## config.mk

```make
export PLATFORM = sky130hd
export DESIGN_NAME = aoc_ctrl
export DESIGN_NICKNAME = d
export VERILOG_FILES = /design/src/hdl/aoc_pkg.sv /design/src/hdl/aoc_stream_if.sv /design/src/hdl/aoc_ctrl.sv /design/src/hdl/aoc_skid_buf.sv
export VERILOG_INCLUDE_DIRS = /design/src /design/src/hdl
export SDC_FILE = /design/constraint.sdc
export NUM_CORES = 1
export LEC_CHECK = 0
export ABC_AREA = 1
export BUFFER_PORTS_ARGS = -buffer_cell sky130_fd_sc_hd__buf_2
export CAP_MARGIN = 10
export CELL_PAD_IN_SITES_DETAIL_PLACEMENT = 1
export CELL_PAD_IN_SITES_GLOBAL_PLACEMENT = 1
export CORE_MARGIN = 3
export CORE_UTILIZATION = 38
export CTS_BUF_LIST = sky130_fd_sc_hd__clkbuf_8
export CTS_CLUSTER_DIAMETER = 80
export CTS_CLUSTER_SIZE = 25
export DETAILED_ROUTE_END_ITERATION = 6
export GPL_TIMING_DRIVEN = 0
export PLACE_DENSITY = 0.82
export SLEW_MARGIN = 25
export SYNTH_ARGS = -nofsm -noshare
export SYNTH_HDL_FRONTEND = slang
export SYNTH_SLANG_ARGS = --single-unit
```

## constraint.sdc

```tcl
create_clock -name clock -period 2.6 [get_ports clock]
set_input_delay 0.39 -clock clock [delete_from_list [all_inputs] [get_ports clock]]
set_output_delay 0.39 -clock clock [all_outputs]
set_load 0.03 [all_outputs]
```

## src/hdl/aoc_params.svh

```systemverilog
`ifndef AOC_PARAMS_SVH
`define AOC_PARAMS_SVH

// Register byte addresses.
`define AOC_ADDR_CTRL 8'h00
`define AOC_ADDR_DIV 8'h04
`define AOC_ADDR_LEVEL 8'h08
`define AOC_ADDR_VOLT 8'h0C
`define AOC_ADDR_EYE_CROSSING_POINT 8'h10
`define AOC_ADDR_STATUS 8'h14

// Control register fields.
`define AOC_CTRL_ROLE 1:0
`define AOC_CTRL_OFFS 3:2
`define AOC_CTRL_BLANK 4
`define AOC_CTRL_IDLE 5
`define AOC_CTRL_DC 6

// Bit shift encodings.
`define AOC_OFFS_ZERO 2'h0
`define AOC_OFFS_PLUS 2'h1
`define AOC_OFFS_MINUS 2'h2
`define AOC_OFFS_BAD 2'h3

// Status fields; writing one to the trip bit resets the protection.
`define AOC_STAT_TRIP 0
`define AOC_STAT_IDLE 1

// Divider limits and reset value.
`define AOC_DIV_MIN 8'h02
`define AOC_DIV_MAX 8'h80
`define AOC_DIV_RST 8'h02

// Logic families; codes above the user-defined one are refused.
`define AOC_FAM_RST 3'h0
`define AOC_FAM_MAX 3'h4
`define AOC_FAM_USER 3'h5

`define AOC_VOLT_RST 16'h0000
`define AOC_EYE_CROSSING_POINT_RST 8'h32

`endif

```

## src/hdl/aoc_pkg.sv

```systemverilog
package aoc_pkg;

  typedef enum logic [1:0] {
    AOC_ROLE_SUBCLK = 2'b00,
    AOC_ROLE_SECOND = 2'b01,
    AOC_ROLE_MUX = 2'b10,
    AOC_ROLE_TAP = 2'b11
  } aoc_role_t;

  typedef struct packed {
    logic d0;
    logic d1;
    logic [1:0] cnt;
    logic vld;
    logic rdy;
  } aoc_buf_t;

  typedef struct packed {
    aoc_role_t role;
    logic [1:0] offs;
    logic blank;
    logic idle_en;
    logic dc;
    logic [7:0] div;
    logic [6:0] cnt;
    logic sub_clk;
    logic [2:0] family;
    logic modified;
    logic [15:0] volt;
    logic [7:0] eye_crossing_point;
    logic tripped;
    logic err_pend;
    logic [1:0] hist;
    logic alt;
    logic mux_sel;
    logic [1:0] trip_s;
    logic [1:0] idle_s;
    logic pready;
    logic pslverr;
    logic [31:0] prdata;
    logic aux_en;
    logic idle_out;
    logic term_en;
  } aoc_state_t;

endpackage

```

## src/hdl/aoc_stream_if.sv

```systemverilog
`timescale 1ns/10ps
interface aoc_stream_if;
  logic valid;
  logic ready;
  logic data;
  modport src (output valid, output data, input ready);
  modport snk (input valid, input data, output ready);
endinterface

```

## src/hdl/aoc_ctrl.sv

```systemverilog
`timescale 1ns/10ps
`include "aoc_params.svh"

// Overview of operation
// - The divider takes factors 2 to 128 and reads back the factor in force.
// - An odd factor n gives a divided clock high for (n+1)/2 bit periods and low for (n-1)/2.
// - The output works in exactly one of four roles and the selected role reads back.
// - The second stream may be shifted by minus one, zero or plus one bit, and the shift reads back.
// - The shift is applied only in the de-emphasis role.
// - The internal pattern control source turns second channel blanking off.
// - The blanking pattern control source turns blanking on in every role except the sub-clock role, and the active source reads back.
// - A tripped protection reads on and disables the output so no signal leaves.
// - A protection reset clears the trip and returns the output to normal operation.
// - With electrical idle enabled, the external signal on the idle input gates the stream into idle.
// - With electrical idle enabled, error insertion is inhibited.
// - Selecting the user-defined level family is ignored and changes nothing.
// - The family reads as user-defined once any voltage parameter was written, even back to default.
// - DC coupling enables the termination source, AC disables it, and the choice reads back.
// - The crossover setting accepts changes only in NRZ format and refuses them otherwise.
module aoc_ctrl (
  input wire logic clock,
  input wire logic rst,
  input wire logic psel,
  input wire logic penable,
  input wire logic pwrite,
  input wire logic [7:0] paddr,
  input wire logic [31:0] pwdata,
  output logic pready,
  output logic [31:0] prdata,
  output logic pslverr,
  input wire logic nrz_fmt,
  input wire logic err_insert,
  input wire logic ext_idle_pin,
  input wire logic prot_trip_pin,
  input wire logic src_valid,
  input wire logic src_main,
  input wire logic src_alt,
  output logic src_ready,
  output logic aux_valid,
  output logic aux_bit,
  input wire logic aux_ready,
  output logic sub_clk,
  output logic aux_out_en,
  output logic aux_idle,
  output logic term_src_en
);

  aoc_pkg::aoc_state_t s_q;
  aoc_pkg::aoc_state_t s_d;

  aoc_stream_if fill_if ();
  aoc_stream_if drain_if ();

  // High time of the divided clock; (n+1)/2 covers both odd and even n.
  function automatic logic [6:0] high_len(input logic [7:0] n);
    logic [8:0] sum;
    sum = {1'b0, n} + 9'h001;
    high_len = sum[7:1];
  endfunction

  // Refusal decision for a write, taken in the first access cycle.
  function automatic logic wr_refused(input logic [7:0] a, input logic [31:0] w, input logic nrz);
    wr_refused = 1'b0;
    unique case (a)
      `AOC_ADDR_CTRL: wr_refused = w[`AOC_CTRL_OFFS] == `AOC_OFFS_BAD;
      `AOC_ADDR_DIV: wr_refused = w[7:0] < `AOC_DIV_MIN || w[7:0] > `AOC_DIV_MAX;
      `AOC_ADDR_LEVEL: wr_refused = w[2:0] > `AOC_FAM_USER;
      `AOC_ADDR_EYE_CROSSING_POINT: wr_refused = !nrz;
      `AOC_ADDR_VOLT, `AOC_ADDR_STATUS: wr_refused = 1'b0;
      default: wr_refused = 1'b1;
    endcase
  endfunction

  always_comb begin
    logic access;
    logic push;
    logic b;
    logic [7:0] last;
    logic [6:0] cnt_n;
    access = psel & penable;
    push = src_valid & fill_if.ready;
    b = 1'b0;
    last = s_q.div - 8'h01;
    cnt_n = s_q.cnt;
    s_d = s_q;
    s_d.pready = 1'b0;
    s_d.pslverr = 1'b0;
    s_d.trip_s = {s_q.trip_s[0], prot_trip_pin};
    s_d.idle_s = {s_q.idle_s[0], ext_idle_pin};

    // One wait state: the answer is prepared in the first access cycle.
    if (access && !s_q.pready) begin
      s_d.pready = 1'b1;
      s_d.prdata = 32'h0000_0000;
      if (pwrite) begin
        s_d.pslverr = wr_refused(paddr, pwdata, nrz_fmt);
      end else begin
        unique case (paddr)
          `AOC_ADDR_CTRL: s_d.prdata[6:0] = {s_q.dc, s_q.idle_en, s_q.blank, s_q.offs, s_q.role};
          `AOC_ADDR_DIV: s_d.prdata[7:0] = s_q.div;
          `AOC_ADDR_LEVEL: s_d.prdata[2:0] = s_q.modified ? `AOC_FAM_USER : s_q.family;
          `AOC_ADDR_VOLT: s_d.prdata[15:0] = s_q.volt;
          `AOC_ADDR_EYE_CROSSING_POINT: s_d.prdata[7:0] = s_q.eye_crossing_point;
          `AOC_ADDR_STATUS: s_d.prdata[1:0] = {s_q.idle_out, s_q.tripped};
          default: s_d.pslverr = 1'b1;
        endcase
      end
    end

    // A write takes effect at the edge where pready is seen high.
    if (access && s_q.pready && pwrite && !s_q.pslverr) begin
      unique case (paddr)
        `AOC_ADDR_CTRL: begin
          s_d.role = aoc_pkg::aoc_role_t'(pwdata[`AOC_CTRL_ROLE]);
          s_d.offs = pwdata[`AOC_CTRL_OFFS];
          s_d.blank = pwdata[`AOC_CTRL_BLANK];
          s_d.idle_en = pwdata[`AOC_CTRL_IDLE];
          s_d.dc = pwdata[`AOC_CTRL_DC];
        end
        `AOC_ADDR_DIV: begin
          s_d.div = pwdata[7:0];
          s_d.cnt = 7'h00;
        end
        `AOC_ADDR_LEVEL: begin
          // The user-defined code is accepted on the bus but has no effect.
          if (pwdata[2:0] != `AOC_FAM_USER) begin
            s_d.family = pwdata[2:0];
            s_d.modified = 1'b0;
          end
        end
        `AOC_ADDR_VOLT: begin
          s_d.volt = pwdata[15:0];
          s_d.modified = 1'b1;
        end
        `AOC_ADDR_EYE_CROSSING_POINT: s_d.eye_crossing_point = pwdata[7:0];
        `AOC_ADDR_STATUS: begin
          if (pwdata[`AOC_STAT_TRIP]) begin
            s_d.tripped = 1'b0;
          end
        end
        default: s_d.tripped = s_d.tripped;
      endcase
    end

    // A trip seen in the same cycle as a reset write wins.
    if (s_q.trip_s[1]) begin
      s_d.tripped = 1'b1;
    end

    // Stream path: one accepted source word is one bit period.
    unique case (s_q.role)
      aoc_pkg::AOC_ROLE_SUBCLK: b = s_q.sub_clk;
      aoc_pkg::AOC_ROLE_SECOND: b = s_q.alt;
      aoc_pkg::AOC_ROLE_MUX: b = s_q.mux_sel ? s_q.alt : s_q.hist[0];
      aoc_pkg::AOC_ROLE_TAP: begin
        // The zero shift uses a one-bit delay so that both directions exist.
        unique case (s_q.offs)
          `AOC_OFFS_PLUS: b = src_main;
          `AOC_OFFS_MINUS: b = s_q.hist[1];
          default: b = s_q.hist[0];
        endcase
      end
    endcase
    if (s_q.blank && s_q.role != aoc_pkg::AOC_ROLE_SUBCLK) begin
      b = 1'b0;
    end
    if (push) begin
      s_d.hist = {s_q.hist[0], src_main};
      s_d.alt = src_alt;
      s_d.mux_sel = !s_q.mux_sel;
      cnt_n = ({1'b0, s_q.cnt} >= last) ? 7'h00 : s_q.cnt + 7'h01;
      s_d.cnt = cnt_n;
      s_d.sub_clk = cnt_n < high_len(s_q.div);
      if (s_q.err_pend && !s_q.idle_en) begin
        b = !b;
      end
      s_d.err_pend = 1'b0;
    end
    if (s_q.idle_en) begin
      s_d.err_pend = 1'b0;
    end
    if (err_insert && !s_q.idle_en) begin
      s_d.err_pend = 1'b1;
    end
    s_d.idle_out = s_q.idle_en & s_q.idle_s[1];
    if (s_q.idle_out || s_q.tripped) begin
      b = 1'b0;
    end
    s_d.aux_en = !s_d.tripped;
    s_d.term_en = s_d.dc;
    fill_if.valid = src_valid;
    fill_if.data = b;
  end

  always_ff @(posedge clock or posedge rst) begin
    if (rst) begin
      s_q <= '0;
      s_q.div <= `AOC_DIV_RST;
      s_q.sub_clk <= 1'b1;
      s_q.family <= `AOC_FAM_RST;
      s_q.volt <= `AOC_VOLT_RST;
      s_q.eye_crossing_point <= `AOC_EYE_CROSSING_POINT_RST;
      s_q.aux_en <= 1'b1;
    end else begin
      s_q <= s_d;
    end
  end

  aoc_skid_buf u_buf (
    .clock(clock),
    .rst(rst),
    .fill(fill_if),
    .drain(drain_if)
  );

  assign drain_if.ready = aux_ready;
  assign src_ready = fill_if.ready;
  assign aux_valid = drain_if.valid;
  assign aux_bit = drain_if.data;
  assign pready = s_q.pready;
  assign prdata = s_q.prdata;
  assign pslverr = s_q.pslverr;
  assign sub_clk = s_q.sub_clk;
  assign aux_out_en = s_q.aux_en;
  assign aux_idle = s_q.idle_out;
  assign term_src_en = s_q.term_en;

endmodule

```

## src/hdl/aoc_skid_buf.sv

```systemverilog
`timescale 1ns/10ps
// Two-entry buffer; all outputs come from flip-flops, so a stall on the
// drain side reaches the filler one cycle later without losing a bit.
module aoc_skid_buf (
  input wire logic clock,
  input wire logic rst,
  aoc_stream_if.snk fill,
  aoc_stream_if.src drain
);

  aoc_pkg::aoc_buf_t s_q;
  aoc_pkg::aoc_buf_t s_d;

  always_comb begin
    logic push;
    logic pop;
    logic [1:0] cnt;
    push = fill.valid & s_q.rdy;
    pop = s_q.vld & drain.ready;
    s_d = s_q;
    cnt = s_q.cnt;
    if (pop) begin
      s_d.d0 = s_q.d1;
      cnt = cnt - 2'h1;
    end
    if (push) begin
      if (cnt == 2'h0) begin
        s_d.d0 = fill.data;
      end else begin
        s_d.d1 = fill.data;
      end
      cnt = cnt + 2'h1;
    end
    s_d.cnt = cnt;
    s_d.vld = cnt != 2'h0;
    s_d.rdy = cnt != 2'h2;
  end

  always_ff @(posedge clock or posedge rst) begin
    if (rst) begin
      s_q <= '{d0: 1'b0, d1: 1'b0, cnt: 2'h0, vld: 1'b0, rdy: 1'b1};
    end else begin
      s_q <= s_d;
    end
  end

  assign fill.ready = s_q.rdy;
  assign drain.valid = s_q.vld;
  assign drain.data = s_q.d0;

endmodule

```

## After elaboration in Yosys (flattened, before gate mapping)

Cells that the tools add are included.

- Output and inout bits: 41
- Register bits: 87
- Word-level logic and storage cells: 129
- Input port bits: 53

- Reduce and logical (&&, ||, !) cells: 35
- Order comparisons: 5
- Bitwise gates (word level): 5
- Add/sub/neg operators: 5
- Equality and inequality tests: 14
- Multiplexer cells: 36

Operator list:

| operator | count |
|---|---|
| $mux 34 | 1 |
| $mux 7 | 3 |
| $eq 8x4->1 const B | 2 |
| $eq 8x5->1 const B | 2 |
| $mux 1 | 16 |
| $mux 16 | 1 |
| $mux 8 | 2 |
| $pmux 4 s4 | 1 |
| $pmux 2 s6 | 1 |
| $reduce_and 2->1 | 6 |
| $pmux 1 s5 | 2 |
| $reduce_bool 2->1 | 5 |
| $add 8x1->8 const B | 1 |
| $eq 2x2->1 const B | 4 |
| $eq 8x3->1 const B | 1 |
| $ge 7x8->1 | 1 |
| $gt 8x8->1 const B | 1 |
| $logic_not 8->1 | 1 |
| $lt 8x2->1 const B | 1 |
| $sub 8x1->8 const B | 1 |
| $add 7x1->7 const B | 1 |
| $logic_and 1x1->1 | 7 |
| $logic_not 1->1 | 7 |
| $lt 7x7->1 | 1 |
| 20 further kinds | 31 |

## Logic depth before layout (Yosys ltp)

Gate-level depths: netlist of the first run.

- Depth in word-level cells: 9
- Mapped depth: 21
- Gate-level depth less buffers: 21

## Cells and area by module

From an unflattened synthesis of the first run, not the netlist that was laid out.

- Cell total of the unflattened synthesis: 548
- Area total of the unflattened synthesis: 4745.8 µm²

By module, submodules not included:

| module | instances | area an instance (µm²) | cells an instance |
|---|---|---|---|
| aoc_ctrl | 1 | 4403.0 | 505 |
| aoc_skid_buf | 1 | 342.8 | 43 |

## Least setup slack after synthesis of the first run

Ideal clock, no wire load.

- Path type: register to register
- Start point: reg s_q[83] (netlist bit)
- End point: reg sub_clk (netlist name)
- Stages on the path, launching flop included: 17
- Slack: -0.201 ns
- Path buffers: 0
- Arrival: 2.740 ns
- Cells stage by stage: dfrtp_1 -> inv_1 -> ha_1 -> nand2_1 -> nor3_1 -> xor2_1 -> inv_1 -> ha_1 -> a21oi_1 -> nand2_1 -> nand3_1 -> nand2_1 -> nor2_1 -> ha_1 -> a2111oi_0 -> nand2_1 -> nand2_1

- Word-level cells in the longest chain between the ends: 4
- Elaborated cells between the ends (all ways): 5
- Classes of those cells: add/sub: 2; order compare: 2; mux: 1

Ends and longest elaborated chain:

| what | RTL line | text |
|---|---|---|
| start, declared | aoc_ctrl.sv:48 | `aoc_pkg::aoc_state_t s_q;` |
| $sub 8x1->8 | aoc_ctrl.sv:83 | `last = s_q.div - 8'h01;` |
| $ge 7x8->1 | aoc_ctrl.sv:171 | `cnt_n = ({1'b0, s_q.cnt} >= last) ? 7'h00 : s_q.cnt + 7'h01;` |
| $mux 7 | aoc_ctrl.sv:171 |  |
| $lt 7x7->1 * | aoc_ctrl.sv:173 | `s_d.sub_clk = cnt_n < high_len(s_q.div);` |

Mark *: on every way between the ends. The rest lies on a longest branch, timed or not.
A chain may end at the register's enable or synchronous reset.

## Worst setup path in the final report of the first run

- Start point: reg s_q[84] (netlist bit)
- End point: reg sub_clk (netlist name)

- Word-level cells in the longest chain between the ends: 4
- Elaborated cells between the ends (all ways): 5
- Classes of those cells: add/sub: 2; order compare: 2; mux: 1

Ends and longest elaborated chain:

| what | RTL line |
|---|---|
| $sub 8x1->8 | aoc_ctrl.sv:83 |
| $ge 7x8->1 | aoc_ctrl.sv:171 |
| $mux 7 | aoc_ctrl.sv:171 |
| $lt 7x7->1 * | aoc_ctrl.sv:173 |

Marked as above.

==> qor.yml, run 1 <==
outcome: "finished, violations left"
violations: "setup timing"
setup_ws_ns: -0.255
cp-end-kind: "flip-flop"
yosysSeqAreaShare_pct: 47.1
cts_sinks: 87
critPathRequiredTime_ns: 2.92
syn_area_um2: 4650
grt_max_degree: 32
post-dp-hpwl_mm: 9.70
path_cells: "inv_2, ha_4, nand2_4, nor3_4, xor2_1, inv_1, ha_4, a21oi_2, nand2_2, nand3_4, nand3_2, nor2_2, ha_1, a21oi_2, nor2_2, a2111oi_4, nand2_1, nand2_1"
io_buffers: 61
vias_per_cell: 5.08
clk_latency_ns: 0.37
fin_tns_setup_ns: -0.255
die_w_um: 117
routedWlPerCell_um: 16.4
dp.cells: 758
cpPeakStageDelay_ns: 0.55
r2r_start: "s_q[84]$_DFFE_PP1P_"
fmax_mhz: 350
cts_max_level: 3
setup_violations: 1
vias: 3949
die-area_um2: 13600
finalCritPeriodShare_pct: 110
worst_pin_slew_ns: 0.707
maxCapViolations: 0
cts-root-buf: "clkbuf_8"
drtPass1Iterations: 4
core_um2: 11700
nets: 701
hold_viol: 0
r2r_cells: 18
crit_type: "flip-flop to flip-flop"
remaining_drc_errors: 0
antenna_found_initial: 0
ctsLongestPathBuffers: 2
grt_pass1_vias: 4256
total_power_uw: 3590
hold_class: "primary input to asynchronous set/reset pin"
crit_arrival_ns: 3.18
cts_made_buffers: 9
final_cells: 777
rows: 39
io_pins: 94
grt_pass1_wl_mm: 20.7
insertedDiodeCount: 0
power.density_nw_per_um2: 641
wl_mm: 12.7
overflow: 0
cts.reportedPaths.clkPinSlew_ns: 0.09
grt_usage_pct: 19.6
leakage_uw: 0.00289
yosys_warnings: 0
setup.worst_path.end: "sub_clk$_DFFE_PP1P_"
skew_ns: 0.0107
reg2reg_slack_ns: -0.26
netlist_instances: 537
fin_util_pct: 48.1
ctsHoldBuffers: 0
rsz0062_at_grt: "yes"
ys_ff_latch: 87
areaGrowthSynthToFinish_pct: 20.6
fin_crit_ns: 2.86
crit_path_top_delay_cell: "dfstp_2"
start_kind: "flip-flop"
initial_core_util_pct: 39.8
most-common-layout-cells: "nand2_1, dfrtp_1, buf_2"
synth.avg_cell_area_um2: 8.65
final_common_cell: "nand2_1"
reg2reg_to: "sub_clk$_DFFE_PP1P_"
fp.dieH_um: 117
drive_gt1_share_pct: 27.1
gp_congestion: 0.836
cts_tree: "done"
drtAntennaViolNets: 0
vdd_drop_max_mv: 0.474
yosysUniqueCellTypes: 40
report.final.slew_viol_count: 0
drt_iter0_drc: 162
cp-startpoint: "s_q[84]$_DFFE_PP1P_"
relSlewSlack_pct: 52.8
path_max_fanout: 4
metal layers:
metal | part of all wire [%] | global-route usage, % | wire (um)
met1 | 44 | 25.4 | 5540
met2 | 51 | 33.5 | 6430
met3 | 4.0 | 3.21 | 507
met4 | 1.8 | 6.50 | 228
met5 | 0 | 0 | 0
how the worst min path moves through the flow:
stage               cells past startpoint                end              start
floorplan                               0  s_q[38]$_DFF_PP0_  s_d[38]$_DFF_PP0_
global placement                        0  s_q[40]$_DFF_PP0_  s_d[40]$_DFF_PP0_
detailed placement                      0  s_q[38]$_DFF_PP0_  s_d[38]$_DFF_PP0_
CTS                                     1  s_d[38]$_DFF_PP0_       ext_idle_pin
global route                            1  s_d[38]$_DFF_PP0_       ext_idle_pin
finish                                  2  s_d[40]$_DFF_PP0_                rst
state kept, by name, summed over array words and instances, names as in the netlist:
| name | flops |
|---|---|
| aux_idle | 1 |
| aux_out_en | 1 |
| prdata | 16 |
| pready | 1 |
| pslverr | 1 |
| s_d | 2 |
| s_q | 57 |
| sub_clk | 1 |
| term_src_en | 1 |
| u_buf.drain.data | 1 |
| u_buf.drain.valid | 1 |
| u_buf.fill.ready | 1 |
| u_buf.s_q | 3 |
worst max-delay path, delay by kind of cell (launching register included):
| family | cells | cell delay (ns) |
|---|---|---|
| AOI/OAI and AO/OA | 3 | 0.49 |
| xor gates and xnor gates | 1 | 0.14 |
| adders and majority gates | 3 | 0.67 |
| buffers and inverters | 2 | 0.13 |
| DFF | 1 | 0.55 |
| and+or+nand+nor | 9 | 0.80 |
power breakdown:
group | total, uW | internal (uW) | switching, uW
clock network | 1010 | 495 | 510
logic | 1000 | 366 | 638
registers | 1580 | 1490 | 91.5
total | 3590 | 2350 | 1240
timing repair:
item | CTS | global route
buffers inserted | 3 | 0
setup endpoints to repair | 1 | 1
resized for setup | 16 | 5
pin swaps | 2 | 2
Yosys cell counts:
library cell    n  area [um2]
a2111oi_0       1        8.76
a211oi_1        1        7.51
a21oi_1        13        65.1
a221oi_1        5        43.8
a22o_1          1        8.76
a22oi_1         1        7.51
a31o_2          1        8.76
a31oi_1         1        6.26
a32o_1         10         100
buf_2           4        20.0
buf_4          32         240
buf_6           2        22.5
clkbuf_1        8        30.0
conb_1          1        3.75
dfrtp_1        80        2000
dfstp_2         7         184
ha_1           19         238
inv_1          55         206
inv_2           4        15.0
mux2_2          4        45.0
mux2_4          4        60.1
nand2_1       134         503
nand2_2         3        18.8
nand3_1        21         105
nand3b_1        2        15.0
nand4_1         5        31.3
nor2_1         32         120
nor2_2          3        18.8
nor3_1          5        25.0
nor3_2          2        20.0
nor3_4          1        16.3
o21a_1          1        7.51
o21ai_0        50         250
o21ai_1         2        10.0
o221ai_1        1        8.76
o22ai_1         3        18.8
o31ai_1         1        7.51
or2_2           1        6.26
xnor2_1         2        17.5
xor2_1         14         123
logic make-up (layout without fill, tap and decap cells):
group / count (synthesis) / count (layout) / synth area share, %
adders and majority gates: 19 / 19 / 5.12
DFF: 87 / 87 / 47.1
muxes: 8 / 8 / 2.26
buffers and inverters: 105 / 187 / 11.5
and+or+nand+nor: 209 / 209 / 18.9
other: 1 / 16 / 0.0807
xor gates and xnor gates: 16 / 16 / 3.02
AOI/OAI and AO/OA: 92 / 92 / 12.0
layout make-up:
cell class | instances | area (um2)
buffer | 46 | 315
clock buffer | 11 | 151
clock inverter | 5 | 57.6
fill | 1384 | 6060
inverter | 59 | 225
multi-input combinational | 360 | 2120
sequential | 87 | 2190
tap | 143 | 179
timing repair buffer | 66 | 368
metrics by stage:
step	area [um2]	hold WS, ns	setup slack [ns]
5_1_grt	5600	0.104	-0.464
3_3_place_gp	5230	0.336	-0.324
6_report	5600	0.119	-0.255
3_5_place_dp	5270	0.337	-0.429
2_1_floorplan	4740	0.331	-0.0157
4_1_cts	5570	0.103	-0.255
Power figures use the tool's default switching activity.
==> run 2, diff against run 1 <==
ABC_AREA = unset   (was 1)
CORE_UTILIZATION = 40   (was 38)
==> run 2 against run 1 <==
Against the previous run: the flow still finishes with violations (setup timing); first-iteration DRC count grew 25%; synthesized area grew 4.8%; die area shrank 0.45%; sequential share of layout area shrank 2.5 points; synthesized cell count shrank 15%; fmax shrank 19%; flip-flop and latch count is the same; largest power group unchanged; highest routed layer unchanged.
==> qor.yml, run 2 <==
cp-end-kind: "flip-flop"
insertedDiodeCount: 0  # unchanged
fin_util_pct: 51.3  # +3.3 points
crit_type: "flip-flop to flip-flop"
nets: 637  # -9.1%
io_buffers: 59  # -3.3%
final_common_cell: "dfrtp_1"
core_um2: 11700  # unchanged
leakage_uw: 0.00299  # +3.4%
synth_ff_type: "dfrtp_1"
path_cells: "buf_6, or4_4, nor2_4, xnor2_2, ha_1, a21o_1, a31oi_4, nor2_4, a21oi_2, ha_1, a21o_1, a21oi_2, and4_4, nand2_4, o31ai_4"
drtAntennaViolNets: 0  # unchanged
grt_usage_pct: 21.0  # +1.4 points
yosysSeqAreaShare_pct: 44.9  # -2.1 points
top_register: "s_q"
reg2reg_to: "sub_clk$_DFFE_PP1P_"
grt_pass1_wl_mm: 22.0  # +6.3%
crit_path_top_delay_cell: "or4_4"
synth_area_leaders: "dfrtp_1, mux2_2, buf_4, ha_1, dfstp_2"
seq_power_share_pct: 43.8  # -0.2 points
synth.avg_cell_area_um2: 10.7  # +23%
grt_max_degree: 32  # unchanged
finalCritPeriodShare_pct: 136  # +26 points
drt_iter0_drc: 202  # +25%
worst_pin_slew_ns: 0.754  # +0.0465 ns
rows: 39  # unchanged
ys_ff_latch: 87  # unchanged
outcome: "finished, violations left"
die_w_um: 116  # -0.22%
drtPass1Iterations: 4  # unchanged
vdd_drop_max_mv: 0.375  # -21%
skew_ns: 0.0107  # +0.0000287 ns
setup_violations: 7  # +6
nFillCells: 1309  # -5.4%
syn_area_um2: 4870  # +4.8%
synth_common_cells: "dfrtp_1, nand2_1, buf_4"
gp_congestion: 0.870  # +4.1%
yosysUniqueCellTypes: 62  # +55%
remaining_drc_errors: 0  # unchanged
cts.reportedPaths.clkPinSlew_ns: 0.10  # about the same
synth_largest_area_cell: "dfrtp_1"
vias: 3903  # -1.2%
crit_arrival_ns: 3.84  # +0.66 ns
fin_crit_ns: 3.54  # +0.685 ns
async_flop_share_pct: 100  # unchanged
synthDominantCellAreaShare_pct: 41.1  # -2.0 points
r2r_start: "s_q[88]$_DFFE_PP0P_"
power_switching_uw: 1300  # +4.5%
worstHoldPathCells: 1
clkPwrFrac_pct: 28.4  # +0.4 points
largest_reg_flops: 57  # unchanged
ctsLongestPathBuffers: 2  # unchanged
vias_per_cell: 5.47  # +7.7%
post-dp-hpwl_mm: 9.39  # -3.2%
cts_max_level: 3  # unchanged
initial_core_util_pct: 41.7  # +1.9 points
cts_made_buffers: 9  # unchanged
relSlewSlack_pct: 49.5  # -3.2 points
wl_mm: 13.9  # +9.3%
r2r_cells: 15  # -3
die-area_um2: 13500  # -0.45%
reg2reg_slack_ns: -0.94  # -0.69 ns
hold_path_end: "s_d[40]$_DFF_PP0_"
synth_most_common_cell: "dfrtp_1"
synth_edf_count: 0  # unchanged
swShare_pct: 35.2  # +0.73 points
most-common-layout-cells: "dfrtp_1, buf_2, buf_4"
areaGrowthSynthToFinish_pct: 23.0
fmax_mhz: 282  # -19%
grt_pass1_vias: 4237  # -0.45%
p_comb_share_pct: 27.8  # -0.2 points
overflow: 0  # unchanged
rsz0062_at_grt: "yes"
cpPeakStageDelay_ns: 0.53  # -0.02 ns
path_max_fanout: 6  # +2
critPathRequiredTime_ns: 2.90  # -0.02 ns
report.final.slew_viol_count: 0  # unchanged
cts_sinks: 87  # unchanged
antenna_found_initial: 0  # unchanged
dp_slack_ns: -1.09  # -0.658 ns
violations: "setup timing"
clk_latency_ns: 0.37  # about the same
worstHoldStart: "prot_trip_pin"
power.density_nw_per_um2: 614  # -4.2%
io_pins: 94  # unchanged
drive_gt1_share_pct: 38.2  # +11 points
hold_class: "primary input to flip-flop"
cts_tree: "done"
setup_ws_ns: -0.940  # -0.685 ns
yosys_warnings: 0  # unchanged
cts-root-buf: "clkbuf_8"
hold_viol: 0  # unchanged
netlist_instances: 457  # -15%
fp.dieH_um: 116  # -0.22%
worst_hold_slack_ns: 0.121  # +0.00181 ns
maxCapViolations: 0  # unchanged
start_kind: "flip-flop"
routedWlPerCell_um: 19.5  # +19%
p_int_uw: 2380  # +1.2%
## run 2: per-layer routing
layer	vias up	global-route usage, %	part of all wire [%]
li1	1803	-	-
met1	1974	26.5	42
met2	99	35.7	52
met3	27	3.99	4.3
met4	0	7.81	2.4
met5	-	0	0
## run 2: area by class of cell
cell class	count	area (um2)	share of cell area (%)
buffer	48	329	5.50
clock buffer	10	138	2.30
clock inverter	6	77.6	1.30
inverter	13	52.6	0.878
multi-input combinational	323	2490	41.5
sequential	87	2190	36.5
tap	143	179	2.99
timing repair buffer	83	538	8.98
## run 2: worst max path at each step
stage / cells past startpoint / end / startpoint
CTS: 15 / sub_clk$_DFFE_PP1P_ / s_q[88]$_DFFE_PP0P_
detailed placement: 16 / sub_clk$_DFFE_PP1P_ / s_q[85]$_DFFE_PP0P_
floorplan: 15 / sub_clk$_DFFE_PP1P_ / s_q[87]$_DFFE_PP0P_
global placement: 16 / sub_clk$_DFFE_PP1P_ / s_q[85]$_DFFE_PP0P_
finish: 15 / sub_clk$_DFFE_PP1P_ / s_q[88]$_DFFE_PP0P_
global route: 15 / sub_clk$_DFFE_PP1P_ / s_q[88]$_DFFE_PP0P_
## run 2: critical path, delay by kind of cell (launching register included)
kind / cells / cell delay [ns]
adders and majority gates: 2 / 0.58
AOI/OAI and AO/OA: 6 / 1.19
DFF: 1 / 0.40
xor gates and xnor gates: 1 / 0.07
buffers and inverters: 1 / 0.13
and+or+nand+nor: 5 / 1.08
## run 2: timing repair
action / CTS / global route
setup buffers: 13 / 7
setup endpoints to repair: 7 / 8
resized for setup: 12 / 11
hold endpoints to repair: 4 / 0
hold buffers: 1 / 0
pin swaps: 13 / 21
## run 2: metrics by stage
| stage | TNS [ns] | std cells | total power (uW) | area [um2] |
|---|---|---|---|---|
| 6_report | -2.27 | 713 | 3670 | 5990 |
| 5_1_grt | -3.13 | 713 | 3890 | 5990 |
| 4_1_cts | -0.841 | 706 | 3610 | 5890 |
| 3_5_place_dp | -1.55 | 677 | 2540 | 5520 |
| 3_3_place_gp | -1.17 | 674 | 2460 | 5450 |
| 2_1_floorplan | -0.656 | 472 | 2270 | 4970 |
## run 2: cell families (layout without fill, tap and decap cells)
kind of cell,after synthesis,count (layout),share of synthesized area (%)
AOI/OAI and AO/OA,91,91,12.9
xor gates and xnor gates,17,17,3.21
adders and majority gates,19,19,4.88
buffers and inverters,62,160,7.71
DFF,87,87,44.9
muxes,46,46,11.4
other,1,16,0.0770
and+or+nand+nor,134,134,14.9
## run 2: power groups by stage
stage               logic, uW  clock network (uW)  registers (uW)
CTS                       952                1050            1610
finish                   1020                1040            1610
global placement          837                   0            1620
global route             1130                1130            1630
detailed placement        906                   0            1630
floorplan                 607                   0            1660
==> run 3, diff against run 2 <==
CTS_BUF_LIST = sky130_fd_sc_hd__clkbuf_4   (was sky130_fd_sc_hd__clkbuf_8)
==> run 3 against run 2 <==
Against the previous run: the flow still finishes with violations (setup timing); power fell by 6.8%; die area did not move; global-route usage fell by 1.1 points; sequential power barely moved; clock power fell by 21%; via count fell by 1.6%; critical path type unchanged; largest power group unchanged.
==> qor.yml, run 3 (synthesized netlist as in run 2, its figures left out) <==
r2r_start: "s_q[86]$_DFFE_PP0P_"
p_int_uw: 2190  # -7.9%
hold_class: "primary input to flip-flop"
rsz0062_at_grt: "yes"
vdd_drop_max_mv: 0.379  # +1.2%
clk_latency_ns: 0.47  # +0.10 ns
final_common_cell: "dfrtp_1"
placedInstanceArea_um2: 5520  # unchanged
top_register: "s_q"
crit_path_top_delay_cell: "or4_4"
setup.worst_path.end: "sub_clk$_DFFE_PP1P_"
setup_violations: 7  # unchanged
worst_pin_slew_ns: 0.750  # -0.00350 ns
fp.dieH_um: 116  # unchanged
outcome: "finished, violations left"
setup_ws_ns: -0.933  # +0.00782 ns
drt_iter0_drc: 241  # +19%
hold_viol: 0  # unchanged
grt_max_degree: 32  # unchanged
core_um2: 11700  # unchanged
final_cells: 714  # +0.14%
relSlewSlack_pct: 49.8  # +0.23 points
power.density_nw_per_um2: 580  # -5.5%
cp-startpoint: "s_q[86]$_DFFE_PP0P_"
cts_sinks: 87  # unchanged
critPathRequiredTime_ns: 2.97  # +0.07 ns
reg2reg_slack_ns: -0.93  # about the same
cts_made_buffers: 9  # unchanged
cp-end-kind: "flip-flop"
remaining_drc_errors: 0  # unchanged
vias: 3842  # -1.6%
path_cells: "buf_6, or4_4, nor2_4, xnor2_1, ha_1, a21o_1, a31oi_4, nor2_4, a21oi_2, ha_1, a21o_1, a21oi_2, and4_4, nand2_2, o31ai_2"
power_switching_uw: 1230  # -4.7%
skew_ns: 0.0228  # +0.0121 ns
areaGrowthSynthToFinish_pct: 21.4
path_max_fanout: 5  # -1
grt_usage_pct: 19.9  # -1.1 points
violations: "setup timing"
overflow: 0  # unchanged
fin_tns_setup_ns: -2.26  # +0.00845 ns
nets: 637  # unchanged
post-dp-hpwl_mm: 9.39  # unchanged
drtPass1Iterations: 4  # unchanged
cpPeakStageDelay_ns: 0.55  # +0.02 ns
register_area_um2: 2190  # unchanged
drive_gt1_share_pct: 37.5  # -0.70 points
crit_arrival_ns: 3.90  # +0.06 ns
cts-root-buf: "clkbuf_4"
worstHoldStart: "pwdata[14]"
initial_core_util_pct: 41.7  # unchanged
wl_mm: 13.2  # -4.7%
cts.reportedPaths.clkPinSlew_ns: 0.17  # +0.07 ns
ctsLongestPathBuffers: 2  # unchanged
reg2reg_to: "sub_clk$_DFFE_PP1P_"
vias_per_cell: 5.38  # -1.7%
gp_congestion: 0.870  # unchanged
antenna_found_initial: 0  # unchanged
r2r_cells: 15  # unchanged
routedWlPerCell_um: 18.5  # -4.9%
cts_tree: "done"
most-common-layout-cells: "dfrtp_1, buf_2, buf_4"
clkPwrFrac_pct: 24.1  # -4.3 points
drtAntennaViolNets: 0  # unchanged
start_kind: "flip-flop"
grt_pass1_vias: 4098  # -3.3%
seq_power_share_pct: 47.1  # +3.3 points
multi_input_area_um2: 2460  # -0.86%
cts_max_level: 3  # unchanged
die_w_um: 116  # unchanged
fmax_mhz: 283  # +0.22%
p_comb_share_pct: 28.9  # +1.1 points
grt_pass1_wl_mm: 20.9  # -4.8%
leakage_uw: 0.00294  # -1.8%
report.final.slew_viol_count: 0  # unchanged
io_buffers: 59  # unchanged
dp_slack_ns: -1.09  # unchanged
fin_crit_ns: 3.53  # -0.00782 ns
finalCritPeriodShare_pct: 136  # -0.30 points
final_area_um2: 5910  # -1.3%
nFillCells: 1324  # +1.1%
maxCapViolations: 0  # unchanged
swShare_pct: 36.0  # +0.80 points
largest_reg_flops: 57  # unchanged
dp.cells: 677  # unchanged
die-area_um2: 13500  # unchanged
rows: 39  # unchanged
io_pins: 94  # unchanged
crit_type: "flip-flop to flip-flop"
run 3: worst max-delay path: cells and delay by family, from the launching register on:
| kind | cells | cell delay, ns |
|---|---|---|
| AOI/OAI and AO/OA | 6 | 1.17 |
| and+or+nand+nor | 5 | 1.08 |
| adders and majority gates | 2 | 0.58 |
| DFF | 1 | 0.41 |
| buffers and inverters | 1 | 0.13 |
| xor gates and xnor gates | 1 | 0.08 |
run 3: worst min path at each step:
stage	endpoint	cells past startpoint
detailed placement	s_q[68]$_DFFE_PP0P_	2
finish	s_q[69]$_DFFE_PP0P_	2
global route	s_q[69]$_DFFE_PP0P_	2
floorplan	s_q[38]$_DFF_PP0_	0
CTS	s_d[38]$_DFF_PP0_	1
global placement	s_q[38]$_DFF_PP0_	0
run 3: stage by stage:
step	hold WS (ns)	power (uW)	util (%)
after global routing	0.112	3650	50.6
after floorplan	0.331	2270	-
final	0.134	3420	50.7
after detailed placement	0.327	2540	47.3
after CTS	0.00441	3410	49.7
after global placement	0.337	2460	46.7
run 3: power groups by stage:
| stage | registers, uW | clock network, uW | logic [uW] |
|---|---|---|---|
| detailed placement | 1630 | 0 | 906 |
| floorplan | 1660 | 0 | 607 |
| global route | 1630 | 917 | 1100 |
| global placement | 1620 | 0 | 837 |
| finish | 1610 | 824 | 988 |
| CTS | 1610 | 850 | 945 |
run 3: cell type report:
| class | count | area share (%) |
|---|---|---|
| Multi-Input combinational cell | 323 | 41.7 |
| Sequential cell | 87 | 37.0 |
| Timing Repair Buffer | 83 | 9.13 |
| Buffer | 48 | 5.63 |
| Tap cell | 143 | 3.03 |
| Clock inverter | 7 | 1.38 |
| Clock buffer | 9 | 1.14 |
| Inverter | 13 | 0.889 |
| Antenna cell | 1 | 0.0424 |
run 3: metal layers:
metal | GRT usage [%] | wire [um] | vias to the layer above
met3 | 3.32 | 470 | 17
met4 | 6.73 | 238 | 0
met2 | 33.5 | 6770 | 79
li1 | - | - | 1801
met1 | 26.1 | 5750 | 1945
met5 | 0 | 0 | -
run 3: repair_timing:
action	4_1_cts	5_1_grt
buffers inserted	11	7
resized for setup	11	9
hold buffers	1	2
pin swaps	10	19
hold endpoints to repair	4	2
setup endpoints to repair	7	8
